`src/core/cell_balance_pkg.sv`:
```
package cell_balance_pkg;

  // ----------------------------------------------------------------
  // register map (byte addresses, one aligned word each)
  // ----------------------------------------------------------------
  localparam logic [7:0] ADDR_BAL_CTRL = 8'h00;
  localparam logic [7:0] ADDR_BAL_TIME = 8'h04;
  localparam logic [7:0] ADDR_DEV_STATUS = 8'h08;
  localparam logic [7:0] ADDR_FAULT_STATUS = 8'h0C;
  localparam logic [7:0] ADDR_ADDR_CTRL = 8'h10;
  localparam logic [7:0] ADDR_RESET = 8'h14;
  localparam logic [7:0] ADDR_IRQ_STATUS = 8'h18;
  localparam logic [7:0] ADDR_IRQ_CLEAR = 8'h1C;
  localparam logic [7:0] ADDR_IRQ_ENABLE = 8'h20;

  // ----------------------------------------------------------------
  // fields and codes
  // ----------------------------------------------------------------
  localparam int NUM_GATES = 6;
  localparam int UNIT_BIT = 7;
  localparam int DS_TIMER_ACTIVE = 0;
  localparam int DS_LOCKOUT = 1;
  localparam int FS_POR = 0;
  localparam int ADDR_VALID_BIT = 7;
  localparam logic [7:0] RESET_CODE = 8'hA5;
  localparam logic [7:0] BROADCAST_ADDR = 8'h3F;
  localparam logic [7:0] BAL_CTRL_RESET = 8'h00;
  localparam logic [7:0] BAL_TIME_RESET = 8'h00;
  localparam int IRQ_EXPIRED = 0;
  localparam int IRQ_LOCKOUT = 1;
  localparam int IRQ_POR = 2;
  localparam int IRQ_BITS = 3;

  // ----------------------------------------------------------------
  // timing
  // ----------------------------------------------------------------
  localparam int CLOCK_HZ = 20_000_000;
  localparam int SECOND_MS = 1000;
  localparam int SECOND_CYCLES = CLOCK_HZ / 1000 * SECOND_MS;
  localparam int SECONDS_PER_MINUTE = 60;
  localparam int LOCKOUT_FILTER_US = 100;
  localparam int LOCKOUT_FILTER_CYCLES =
    (LOCKOUT_FILTER_US * (CLOCK_HZ / 1_000_000));
  localparam int POR_HOLD_US = 5000;
  localparam int POR_HOLD_CYCLES = POR_HOLD_US * (CLOCK_HZ / 1_000_000);
  localparam int CMD_HOLD_US = 300;
  localparam int CMD_HOLD_CYCLES = CMD_HOLD_US * (CLOCK_HZ / 1_000_000);

  // ----------------------------------------------------------------
  // bus carrier
  // ----------------------------------------------------------------
  typedef struct packed {
    logic cyc;
    logic stb;
    logic we;
    logic [3:0] sel;
    logic [7:0] adr;
    logic [31:0] dat;
  } wb_req_s;

endpackage : cell_balance_pkg

```
`src/core/supply_filter.sv`:
```
`timescale 1ns/1ps
// ------------------------------------------------------------------
// level filter: output follows input after it held for N cycles
// ------------------------------------------------------------------
module supply_filter
  #(
    parameter int HOLD = 2000
  )
  (
    input wire logic i_clk,
    input wire logic i_rst,
    input wire logic i_level,
    output logic o_level
  );

  logic [31:0] count;

  // a short glitch restarts the count, so only steady levels pass
  always_ff @(posedge i_clk)
  begin
    if (i_rst)
    begin
      count <= '0;
      o_level <= 1'b0;
    end
    else if (i_level == o_level)
      count <= '0;
    else if (count >= 32'(HOLD - 1))
    begin
      count <= '0;
      o_level <= i_level;
    end
    else
      count <= count + 32'd1;
  end

endmodule : supply_filter

```
`src/core/cell_balance_timer_control.sv`:
```
`timescale 1ns/1ps
module cell_balance_timer_control
  import cell_balance_pkg::*;
  #(
    parameter int SEC_CYCLES = SECOND_CYCLES,
    parameter int POR_CYCLES = POR_HOLD_CYCLES,
    parameter int CMD_CYCLES = CMD_HOLD_CYCLES,
    parameter int FILTER_CYCLES = LOCKOUT_FILTER_CYCLES,
    parameter int MINUTE_SECS = SECONDS_PER_MINUTE
  )
  (
    input wire logic I_CLOCK,
    input wire logic I_SYS_RST,
    input wire logic I_WB_CYC,
    input wire logic I_WB_STB,
    input wire logic I_WB_WE,
    input wire logic [3:0] I_WB_SEL,
    input wire logic [7:0] I_WB_ADR,
    input wire logic [31:0] I_WB_DAT,
    input wire logic I_SUPPLY_LOW,
    input wire logic I_SUPPLY_POR,
    output logic [31:0] O_WB_DAT,
    output logic O_WB_ACK,
    output logic [NUM_GATES-1:0] O_BALANCE_GATE_OUTPUTS,
    output logic O_IRQ,
    output logic O_IN_RESET
  );

  typedef enum logic [1:0] {RUN, HOLD_POR, HOLD_CMD} rst_state_e;

  // ----------------------------------------------------------------
  // declarations
  // ----------------------------------------------------------------
  wb_req_s req;
  rst_state_e rst_state;
  logic [31:0] hold_count;
  logic [7:0] balance_control_reg;
  logic [7:0] balance_safety_period;
  logic [7:0] addr_ctrl;
  logic address_valid;
  logic balance_timer_active;
  logic low_supply_lockout;
  logic por_flag;
  logic [31:0] prescale;
  logic [5:0] minute_count;
  logic [7:0] remaining;
  logic [IRQ_BITS-1:0] irq_status;
  logic [IRQ_BITS-1:0] irq_enable;
  logic lockout_filt;
  logic por_filt;
  logic lockout_q;
  logic in_reset;
  logic [NUM_GATES-1:0] next_gates;

  // ----------------------------------------------------------------
  // address decode, shared by the write strobes and the read mux
  // ----------------------------------------------------------------
  // full byte compare: a near miss must never alias a real register
  function automatic logic hit(input logic [7:0] adr,
    input logic [7:0] offset);
    return (adr == offset);
  endfunction : hit

  assign req = '{I_WB_CYC, I_WB_STB, I_WB_WE, I_WB_SEL, I_WB_ADR,
                 I_WB_DAT};

  // ----------------------------------------------------------------
  // supply filters
  // ----------------------------------------------------------------
  // both levels share one filter time, so neither reacts to a dip
  supply_filter #(.HOLD(FILTER_CYCLES)) u_low_filter
  (
    .i_clk(I_CLOCK),
    .i_rst(I_SYS_RST),
    .i_level(I_SUPPLY_LOW),
    .o_level(lockout_filt)
  );

  supply_filter #(.HOLD(FILTER_CYCLES)) u_por_filter
  (
    .i_clk(I_CLOCK),
    .i_rst(I_SYS_RST),
    .i_level(I_SUPPLY_POR),
    .o_level(por_filt)
  );

  // ----------------------------------------------------------------
  // bus decode
  // ----------------------------------------------------------------
  wire bus_req = req.cyc && req.stb && !O_WB_ACK;
  wire wr = bus_req && req.we && req.sel[0] && !in_reset;
  wire wr_ctrl = wr && hit(req.adr, ADDR_BAL_CTRL);
  wire wr_time = wr && hit(req.adr, ADDR_BAL_TIME);
  wire wr_fault = wr && hit(req.adr, ADDR_FAULT_STATUS);
  wire wr_addr = wr && hit(req.adr, ADDR_ADDR_CTRL);
  wire wr_iclr = wr && hit(req.adr, ADDR_IRQ_CLEAR);
  wire wr_ien = wr && hit(req.adr, ADDR_IRQ_ENABLE);
  // reset register has no address filter, so broadcast also works
  wire cmd_reset = wr && hit(req.adr, ADDR_RESET) &&
                   (req.dat[7:0] == RESET_CODE);
  wire [7:0] new_ctrl = req.dat[7:0];
  wire new_nonzero = |new_ctrl[NUM_GATES-1:0];
  wire old_nonzero = |balance_control_reg[NUM_GATES-1:0];
  // same level as the control write gate, else a write on lockout
  // exit would store enables with no timer behind them
  wire restart = wr_ctrl && new_nonzero && !old_nonzero
                 && !lockout_filt;
  wire stop_by_host = wr_ctrl && !new_nonzero;

  // ----------------------------------------------------------------
  // tick generation
  // ----------------------------------------------------------------
  wire sec_tick = (prescale == 32'(SEC_CYCLES - 1));
  wire unit_minutes = balance_control_reg[UNIT_BIT];
  wire min_done = (minute_count == 6'(MINUTE_SECS - 1));
  wire unit_tick = sec_tick && (!unit_minutes || min_done);
  wire expire = balance_timer_active && unit_tick &&
                (remaining == 8'd1);

  // read mux
  wire [31:0] rd_data =
    hit(req.adr, ADDR_BAL_CTRL) ? {24'h0, balance_control_reg} :
    hit(req.adr, ADDR_BAL_TIME) ? {24'h0, balance_safety_period} :
    hit(req.adr, ADDR_DEV_STATUS) ?
      {30'h0, low_supply_lockout, balance_timer_active} :
    hit(req.adr, ADDR_FAULT_STATUS) ? {31'h0, por_flag} :
    hit(req.adr, ADDR_ADDR_CTRL) ?
      {24'h0, address_valid, addr_ctrl[6:0]} :
    hit(req.adr, ADDR_IRQ_STATUS) ? {29'h0, irq_status} :
    hit(req.adr, ADDR_IRQ_ENABLE) ? {29'h0, irq_enable} :
    32'h0000_0000;

  // ----------------------------------------------------------------
  // reset sequencer: power-on hold and shortened command hold
  // ----------------------------------------------------------------
  // a supply reset outranks the command; the command hold is short so
  // software has the device back after a few hundred microseconds
  assign in_reset = (rst_state != RUN);
  always_ff @(posedge I_CLOCK)
  begin
    if (I_SYS_RST)
    begin
      rst_state <= HOLD_POR;
      hold_count <= '0;
    end
    else if (por_filt)
    begin
      rst_state <= HOLD_POR;
      hold_count <= '0;
    end
    else if (cmd_reset)
    begin
      rst_state <= HOLD_CMD;
      hold_count <= '0;
    end
    else
    begin
      unique case (rst_state)
        RUN: hold_count <= '0;
        HOLD_POR:
        begin
          hold_count <= hold_count + 32'd1;
          if (hold_count >= 32'(POR_CYCLES - 1))
            rst_state <= RUN;
        end
        HOLD_CMD:
        begin
          hold_count <= hold_count + 32'd1;
          if (hold_count >= 32'(CMD_CYCLES - 1))
            rst_state <= RUN;
        end
        // an unused code falls back to the long hold, the safe side
        default: rst_state <= HOLD_POR;
      endcase
    end
  end

  // ----------------------------------------------------------------
  // registers written by software
  // ----------------------------------------------------------------
  always_ff @(posedge I_CLOCK)
  begin
    if (I_SYS_RST || in_reset)
    begin
      balance_control_reg <= BAL_CTRL_RESET;
      balance_safety_period <= BAL_TIME_RESET;
      addr_ctrl <= 8'h00;
      address_valid <= 1'b0;
      irq_enable <= '0;
    end
    else
    begin
      // lockout entry wins over a host write landing in the same cycle
      if (lockout_filt && !lockout_q)
        balance_control_reg <= 8'h00;
      else if (wr_ctrl && !lockout_filt)
        balance_control_reg <= new_ctrl;
      if (wr_time)
        balance_safety_period <= req.dat[7:0];
      // address 0 is never a valid own address; the broadcast code only when written with bit 7 clear
      if (wr_addr)
      begin
        addr_ctrl <= req.dat[7:0];
        address_valid <= (req.dat[6:0] != 7'h00) &&
                         (req.dat[7:0] != BROADCAST_ADDR);
      end
      if (wr_ien)
        irq_enable <= req.dat[IRQ_BITS-1:0];
    end
  end

  // ----------------------------------------------------------------
  // safety timer
  // ----------------------------------------------------------------
  // the prescaler only runs while armed, so a restart always gives a
  // full first second; error is one clock period per start
  always_ff @(posedge I_CLOCK)
  begin
    if (I_SYS_RST || in_reset || lockout_filt)
    begin
      balance_timer_active <= 1'b0;
      remaining <= 8'h00;
      prescale <= '0;
      minute_count <= '0;
    end
    else if (restart)
    begin
      // full period from the start, seconds phase realigned
      balance_timer_active <= (balance_safety_period != 8'h00);
      remaining <= balance_safety_period;
      prescale <= '0;
      minute_count <= '0;
    end
    // prescaler phase is left as is; the next restart realigns it
    else if (stop_by_host || expire)
    begin
      balance_timer_active <= 1'b0;
      remaining <= 8'h00;
    end
    else if (balance_timer_active)
    begin
      prescale <= sec_tick ? 32'd0 : prescale + 32'd1;
      // minutes reuse the seconds tick, so both units share one divider
      if (sec_tick)
        minute_count <= (min_done || !unit_minutes) ? 6'd0 :
                        minute_count + 6'd1;
      if (unit_tick)
        remaining <= remaining - 8'd1;
    end
  end

  // ----------------------------------------------------------------
  // flags: lockout, latched reset flag
  // ----------------------------------------------------------------
  always_ff @(posedge I_CLOCK)
  begin
    if (I_SYS_RST)
    begin
      lockout_q <= 1'b0;
      low_supply_lockout <= 1'b0;
      por_flag <= 1'b0;
    end
    else
    begin
      lockout_q <= lockout_filt;
      // status follows the filtered level both ways; no latch needed
      low_supply_lockout <= lockout_filt;
      // set beats clear: held while the hold runs
      if (in_reset)
        por_flag <= 1'b1;
      else if (wr_fault && req.dat[FS_POR])
        por_flag <= 1'b0;
    end
  end

  // ----------------------------------------------------------------
  // interrupt status, clear and enable
  // ----------------------------------------------------------------
  wire [IRQ_BITS-1:0] irq_events =
    {in_reset, lockout_filt && !lockout_q, expire};
  wire [IRQ_BITS-1:0] irq_clr = wr_iclr ? req.dat[IRQ_BITS-1:0] : '0;
  // set wins over a same-cycle clear, so no event is ever lost
  always_ff @(posedge I_CLOCK)
  begin
    if (I_SYS_RST)
      irq_status <= '0;
    else
      irq_status <= (irq_status & ~irq_clr) | irq_events;
  end

  // ----------------------------------------------------------------
  // outputs, all registered
  // ----------------------------------------------------------------
  // gates need a running timer; lockout and reset hold them low
  wire gate_ok = balance_timer_active && (remaining != 8'h00) &&
                 !expire && !lockout_filt && !in_reset;

  // per-gate drive: each pin copies its own enable bit when permitted
  for (genvar g = 0; g < NUM_GATES; g++)
  begin : g_gate
    assign next_gates[g] = gate_ok && balance_control_reg[g];
  end

  always_ff @(posedge I_CLOCK)
  begin
    if (I_SYS_RST)
    begin
      O_BALANCE_GATE_OUTPUTS <= '0;
      O_IRQ <= 1'b0;
      O_IN_RESET <= 1'b1;
      O_WB_ACK <= 1'b0;
      O_WB_DAT <= '0;
    end
    else
    begin
      O_BALANCE_GATE_OUTPUTS <= next_gates;
      O_IRQ <= |(irq_status & irq_enable);
      O_IN_RESET <= in_reset;
      // ack is registered, so a strobe held through ack is taken once
      // port is dead while the power-on hold runs
      O_WB_ACK <= bus_req && (rst_state != HOLD_POR);
      O_WB_DAT <= (bus_req && !req.we) ? rd_data : 32'h0;
    end
  end

endmodule : cell_balance_timer_control

```
`config.mk`:
```
export PLATFORM = sky130hd
export DESIGN_NAME = cell_balance_timer_control
export DESIGN_NICKNAME = d
export VERILOG_FILES = /design/src/core/cell_balance_pkg.sv /design/src/core/supply_filter.sv /design/src/core/cell_balance_timer_control.sv
export SDC_FILE = /design/constraint.sdc
export NUM_CORES = 1
export LEC_CHECK = 0
export ABC_AREA = 1
export BUFFER_PORTS_ARGS = -buffer_cell sky130_fd_sc_hd__buf_2
export CAP_MARGIN = 20
export CORE_UTILIZATION = 64
export DETAILED_ROUTE_END_ITERATION = 16
export HOLD_SLACK_MARGIN = 0.06
export PLACE_DENSITY = 0.82
export SETUP_SLACK_MARGIN = 0.05
export SYNTH_ARGS = -nofsm -noshare
export SYNTH_HDL_FRONTEND = slang
export SYNTH_HIERARCHICAL = 1
export SYNTH_SLANG_ARGS = --single-unit
```
`constraint.sdc`:
```
create_clock -name I_CLOCK -period 5.95 [get_ports I_CLOCK]
set_clock_uncertainty 0.2 [all_clocks]
set_input_delay 0.2975 -clock I_CLOCK [delete_from_list [all_inputs] [get_ports I_CLOCK]]
set_output_delay 0.2975 -clock I_CLOCK [all_outputs]
set_load 0.01 [all_outputs]
```
* Word-level counts from Yosys, hierarchy flattened
Cells that the tools add are included.
** Storage, ports and cells
- Input port bits :: 51
- Register bits :: 220
- Output and inout bits :: 41
** Cells by class
- $lt $le $gt $ge :: 4
- Equal/unequal tests :: 21
- Reduce and logical (&&, ||, !) cells :: 78
- Multiplexer cells :: 23
- Add/subtract/negate cells :: 6
- Bitwise logic cells :: 8
** Operators with widths (count)
- 32-bit by 1-bit adder with 32-bit output, second input constant :: 4
- 8-bit two-way mux :: 9
- 32-bit by 11-bit >= comparator with 1-bit output, second input constant :: 2
- 32-bit one-hot mux with 2 select lines :: 1
- 1-bit logical AND :: 36
- 32-bit by 25-bit equality test with 1-bit output, second input constant :: 1
- 8-bit by 5-bit equality test with 1-bit output, second input constant :: 4
- 32-bit by 13-bit >= comparator with 1-bit output, second input constant :: 1
- 32-bit by 17-bit >= comparator with 1-bit output, second input constant :: 1
- 32-bit two-way mux :: 1
- 8-bit by 4-bit equality test with 1-bit output, second input constant :: 2
- 8-bit nonzero test :: 2
- 3-bit OR reduction :: 4
- 6-bit OR reduction :: 2
- 2-bit OR reduction :: 5
- 1-bit zero test :: 9
- 3-bit two-way mux :: 3
- 8-bit by 1-bit equality test with 1-bit output, second input constant :: 1
- 8-bit by 3-bit equality test with 1-bit output, second input constant :: 1
- 8-bit by 6-bit equality test with 1-bit output, second input constant :: 1
- 8-bit equality test, second input constant :: 1
- 8-bit zero test :: 1
- 8-bit by 6-bit inequality test with 1-bit output, second input constant :: 1
- 2-bit AND reduction :: 4
- 24 further kinds :: 43

* Longest topological paths before layout
- Word-level depth :: 11
- Gate-level depth with buffers :: 14
- Mapped depth without buffers :: 14

* Cells and area by module
Netlist, hierarchy kept.
** By module, submodules not included
- cell_balance_timer_control :: cells each 1093, area an instance 7333.3 um2, seq. area each 2602.5 um2, times used 1
- supply_filter (u_por_filter) :: cells each 111, area an instance 1076.0 um2, seq. area each 660.6 um2, times used 1
- supply_filter (u_low_filter) :: cells each 109, area an instance 1064.8 um2, seq. area each 660.6 um2, times used 1

* Worst setup path after synthesis
No wires, ideal clock.
- Path kind :: register -> register
- Start :: reg rst_state[0]
- End :: reg remaining[2]
- Buffers on the path :: 1
- Required time :: 5.632 ns
- Stages on the path, launching flop included :: 13
- Arrival time :: 1.653 ns
- Library setup time :: 0.118 ns
- Clock period less this slack :: 1.971 ns
- Path slack :: 3.979 ns
- Cells stage by stage :: dfxtp_1 inv_1 ha_1 nand3_2 nor2_4 nand3_4 nor2_4 buf_2 nor2_1 nand3_1 nand2_1 nand2_1 a21oi_1
** On the way
- Cells in the longest elaborated chain, start to end :: 9
- Elaborated cells between the ends (all ways) :: 16
- Classes of those cells :: 2 x mux; 14 x reduce/logical
** RTL lines
- from (decl) :: line cell_balance_timer_control.sv:35 : rst_state_e rst_state;
- from (signal assigned) :: line cell_balance_timer_control.sv:143 : rst_state <= HOLD_POR;
- from (signal assigned) :: line cell_balance_timer_control.sv:148 : rst_state <= HOLD_POR;
- from (signal assigned) :: line cell_balance_timer_control.sv:153 : rst_state <= HOLD_CMD;
- 2-bit nonzero test (*) :: line cell_balance_timer_control.sv:138 : assign in_reset = (rst_state != RUN);
- 1-bit zero test :: line cell_balance_timer_control.sv:91 : wire wr = bus_req && req.we && req.sel[0] && !in_reset;
- 1-bit logical AND :: line cell_balance_timer_control.sv:91
- 1-bit logical AND :: line cell_balance_timer_control.sv:92 : wire wr_ctrl = wr && hit(req.adr, ADDR_BAL_CTRL);
- 1-bit logical AND (2 in a row) :: line cell_balance_timer_control.sv:106 : wire restart = wr_ctrl && new_nonzero && !old_nonzero
- 1-bit logical AND :: line cell_balance_timer_control.sv:107 : && !lockout_filt;
- 3-bit nonzero test (no line)
- 2-bit AND reduction (no line)
- to (signal assigned) :: line cell_balance_timer_control.sv:230 : remaining <= balance_safety_period;
- to (signal assigned) :: line cell_balance_timer_control.sv:248 : remaining <= remaining - 8'd1;
- to (decl) :: line cell_balance_timer_control.sv:46 : logic [7:0] remaining;
Every way passes the cells marked *; elsewhere a longest branch is shown, timed or not.
A chain may end at the register's enable or synchronous reset.

* Worst setup path in the final report
- Start :: reg rst_state[0]
- End :: reg minute_count[0]
** On the way
- Cells in the longest elaborated chain, start to end :: 8
- Elaborated cells between the ends (all ways) :: 14
- Classes of those cells :: 1 x bitwise; 13 x reduce/logical
** RTL lines
- 2-bit nonzero test (*) :: line cell_balance_timer_control.sv:138
- 1-bit zero test :: line cell_balance_timer_control.sv:91
- 1-bit logical AND :: line cell_balance_timer_control.sv:91
- 1-bit logical AND :: line cell_balance_timer_control.sv:92
- 1-bit logical AND (on tied branches) :: line cell_balance_timer_control.sv:108, cell_balance_timer_control.sv:106
- 1-bit logical OR or 1-bit logical AND (tied branches) :: line cell_balance_timer_control.sv:235, cell_balance_timer_control.sv:106
- 1-bit NOT (no line) or 1-bit logical AND (tied branches)
- 3-bit AND reduction (no line) or 2-bit OR reduction (tied branches)
- to (signal assigned) :: line cell_balance_timer_control.sv:245 : minute_count <= (min_done || !unit_minutes) ? 6'd0 :
- to (decl) :: line cell_balance_timer_control.sv:45 : logic [5:0] minute_count;
Marked as above.

==> metrics.md <==
| Metric | Value |
|---|---|
| Critical Path Source | `rst_state[0]$_SDFFE_PP1P_` |
| Die area | `0.0153 sq mm` |
| Most frequent cell after synthesis | `nand2_1` |
| P&R area growth vs syn | `11.4%` |
| Routability cong. | `0.923` |
| Number of max-cap violations | `0` |
| DP Worst Slack | `3.28 ns` |
| Achievable Freq | `371 MHz` |
| Fin nets | `1463` |
| Syn. warnings | `6` |
| Power per cell area | `245 mW/mm^2` |
| WL/cell | `13.1 um` |
| Die W | `124 um` |
| Setup slack, reg-to-reg | `3.25 ns` |
| Core Util, Final | `0.729` |
| WS Path Type | `register to register` |
| FF-to-FF End | `minute_count[0]$_SDFFE_PP0P_` |
| Slew @ Worst Pin | `0.779 ns` |
| Worst Setup Slack, final | `3.25 ns` |
| Post-route antenna net violation count | `0` |
| Final setup violation count | `0` |
| Top-Level Pins | `92` |
| CP endpoint | `minute_count[0]$_SDFFE_PP0P_` |
| Placed Instances | `1553` |
| Total negative slack | `0 ns` |
| Hold Fails Final Rpt | `0` |
| Worst hold path type | `input port to register` |
| Critical path required time | `6.06 ns` |
| Clock sink total | `196` |
| Final WL | `20900 um` |
| First-pass GRT wire length | `34300 um` |
| Pre-antenna DRT Iters | `6` |
| Clock Tree Buf Depth | `2` |
| CTS root buffer | `clkbuf_16` |
| Fillers | `1179` |
| Crit start category | `register` |
| Total CTS buffers | `17` |
| CP Max Fanout | `25` |
| EDFF count, synth | `0` |
| GRT Overall Usage | `0.284` |
| CTS resizes | `0` |
| Hold path depth | `4` |
| Worst Path Arrival | `2.81 ns` |
| CTS Hold Bufs | `13` |
| Hold WS | `0.100 ns` |
| Yosys top cell by area | `dfxtp_1` |
| Reg2Reg Launch Point | `rst_state[0]$_SDFFE_PP1P_` |
| Vias | `8571` |
| Synth top area cells | `dfxtp_1 (41%), nand2_1 (11%), nor2_1 (7.1%)` |
| Largest net degree at the start of global routing | `38` |
| Post-DP HPWL | `14800 um` |
| Total gr overflow | `0` |
| FF+latch count, synth | `196` |
| Tcrit/Tclk final | `0.454` |
| Cells after Synth | `1313` |
| Reg2Reg Depth | `9` |
| Yosys top cell area share | `0.414` |
| Post-synth top cells | `nand2_1 (272), dfxtp_1 (196), nor2_1 (178), inv_1 (130), a21oi_1 (90)` |
| Layout cell share with drive strength beyond 1 | `0.114` |
| Post-CTS Setup Bufs | `0` |
| Fin crit period | `2.70 ns` |
| Via density | `5.36` |
| Num rows | `44` |
| DRC | `0` |
| P_leak | `4.15 nW` |
| Initial DRC Count | `772` |
| Latest clock arrival within the worst-skew pair | `0.44 ns` |
| Clock slew at reported path FFs | `0.08 ns` |
| Prevailing post-synth register cell | `dfxtp_1` |
| Die height | `124 um` |
| CTS tree | `done` |
| Peak supply drop | `0.201 mV` |
| Netlist cell types | `49` |
| Slew Viols, Final | `0` |
| RSZ-0062 raised after global routing | `no` |
| H-tree depth reported by CTS | `4` |
| Mapped Avg Cell Area | `7.22 sq um` |
| Port Buffers | `40` |
| Slew HR | `0.479` |
| Vias in the first global route | `7759` |
| Outcome | `complete, no violations` |
| Sequential cell area fraction in the yosys report | `0.414` |
| Synthesized cell area | `0.00947 sq mm` |
| Initial antenna violation count | `0` |
| Initial Util | `0.654` |
| Ys async rst share | `0` |
| Setup crit end kind | `register` |
| Post-Layout Cell Count | `1599` |
| Core Area | `0.0145 sq mm` |
[report_power, final]
| part | switching, W | internal [W] | total, W | leakage, nW |
|---|---|---|---|---|
| Combinational | 0.0000435 | 0.0000214 | 0.0000649 | 2.25 |
| Sequential | 0.00000665 | 0.00133 | 0.00134 | 1.60 |
| Clock | 0.000601 | 0.000583 | 0.00118 | 0.304 |
| Total | 0.000651 | 0.00193 | 0.00258 | 4.15 |
[kinds of logic after synthesis]
kind of cell | count (synthesis) | synth area share
DFF | 196 | 0.414
xor gates and xnor gates | 38 | 0.0351
other | 3 | 0.00119
AOI/OAI and AO/OA | 163 | 0.0960
buffers and inverters | 201 | 0.0973
and+or+nand+nor | 701 | 0.342
adders and majority gates | 11 | 0.0145
[area by class of cell]
class,instances,area [sq um],area share
Multi-Input combinational cell,979,4860,0.461
Sequential cell,196,3920,0.372
Inverter,154,584,0.0554
Clock buffer,17,425,0.0403
Timing Repair Buffer,53,330,0.0313
Tap cell,184,230,0.0218
Clock inverter,15,195,0.0185
Antenna cell,1,2.50,0.000237
[layout by cell type, fill, tap and decap left out, types with 2 or more instances in the layout]
master	instances
a211oi_1	12
a21oi_1	90
buf_2	40
clkbuf_16	17
clkinv_1	3
clkinv_8	4
conb_1	66
dfxtp_1	196
dlygate4sd3_1	13
ha_1	11
inv_1	130
inv_2	19
inv_6	3
inv_8	6
nand2_1	272
nand2_2	8
nand3_1	81
nand3_2	7
nand3_4	2
nand3b_1	7
nand4_1	32
nor2_1	178
nor2_2	35
nor2_4	6
nor3_1	46
nor4_1	14
o211ai_1	4
o21a_1	6
o21ai_0	39
o21ai_1	5
or2_0	2
or2_2	3
xnor2_1	16
xor2_1	22
[critical path: stages (launching register included)]
cell     delay, ns
dfxtp_1       0.34
inv_1         0.09
ha_1          0.28
nand3_2       0.12
nor2_4        0.33
nand3_4       0.25
nor2_4        0.36
nor2_2        0.12
inv_2         0.37
nor3_1        0.11
[through the flow]
| stage | instance area (sq um) | total power (W) |
|---|---|---|
| after global routing | 10600 | 0.00266 |
| after floorplan | 9710 | 0.00141 |
| after detailed placement | 9800 | 0.00142 |
| after CTS | 10600 | 0.00260 |
| final | 10600 | 0.00258 |
| after global placement | 9800 | 0.00142 |
[how the worst min path moves through the flow]
stage | from | endpoint | slack [ns]
detailed placement | u_por_filter/count[0]$_SDFF_PP0_ | u_por_filter/count[0]$_SDFF_PP0_ | 0.24
finish | I_WB_ADR[2] | O_WB_DAT[2]$_SDFF_PP0_ | 0.10
global placement | u_low_filter/count[0]$_SDFF_PP0_ | u_low_filter/count[0]$_SDFF_PP0_ | 0.24
global route | I_WB_SEL[0] | balance_control_reg[6]$_SDFFE_PP0P_ | 0.14
CTS | I_WB_ADR[2] | O_WB_DAT[2]$_SDFF_PP0_ | 0.09
floorplan | I_SYS_RST | O_BALANCE_GATE_OUTPUTS[0]$_SDFF_PP0_ | 0.17
[routing by layer]
layer  vias to the layer above  track usage  wire length [um]
met4                         0        0.108               469
met3                        44       0.0572              1220
met2                       286        0.474              9900
li1                       4342            -                 -
met5                         -            0                 0
met1                      3899        0.360              9290
(Power assumes the default switching activity.)
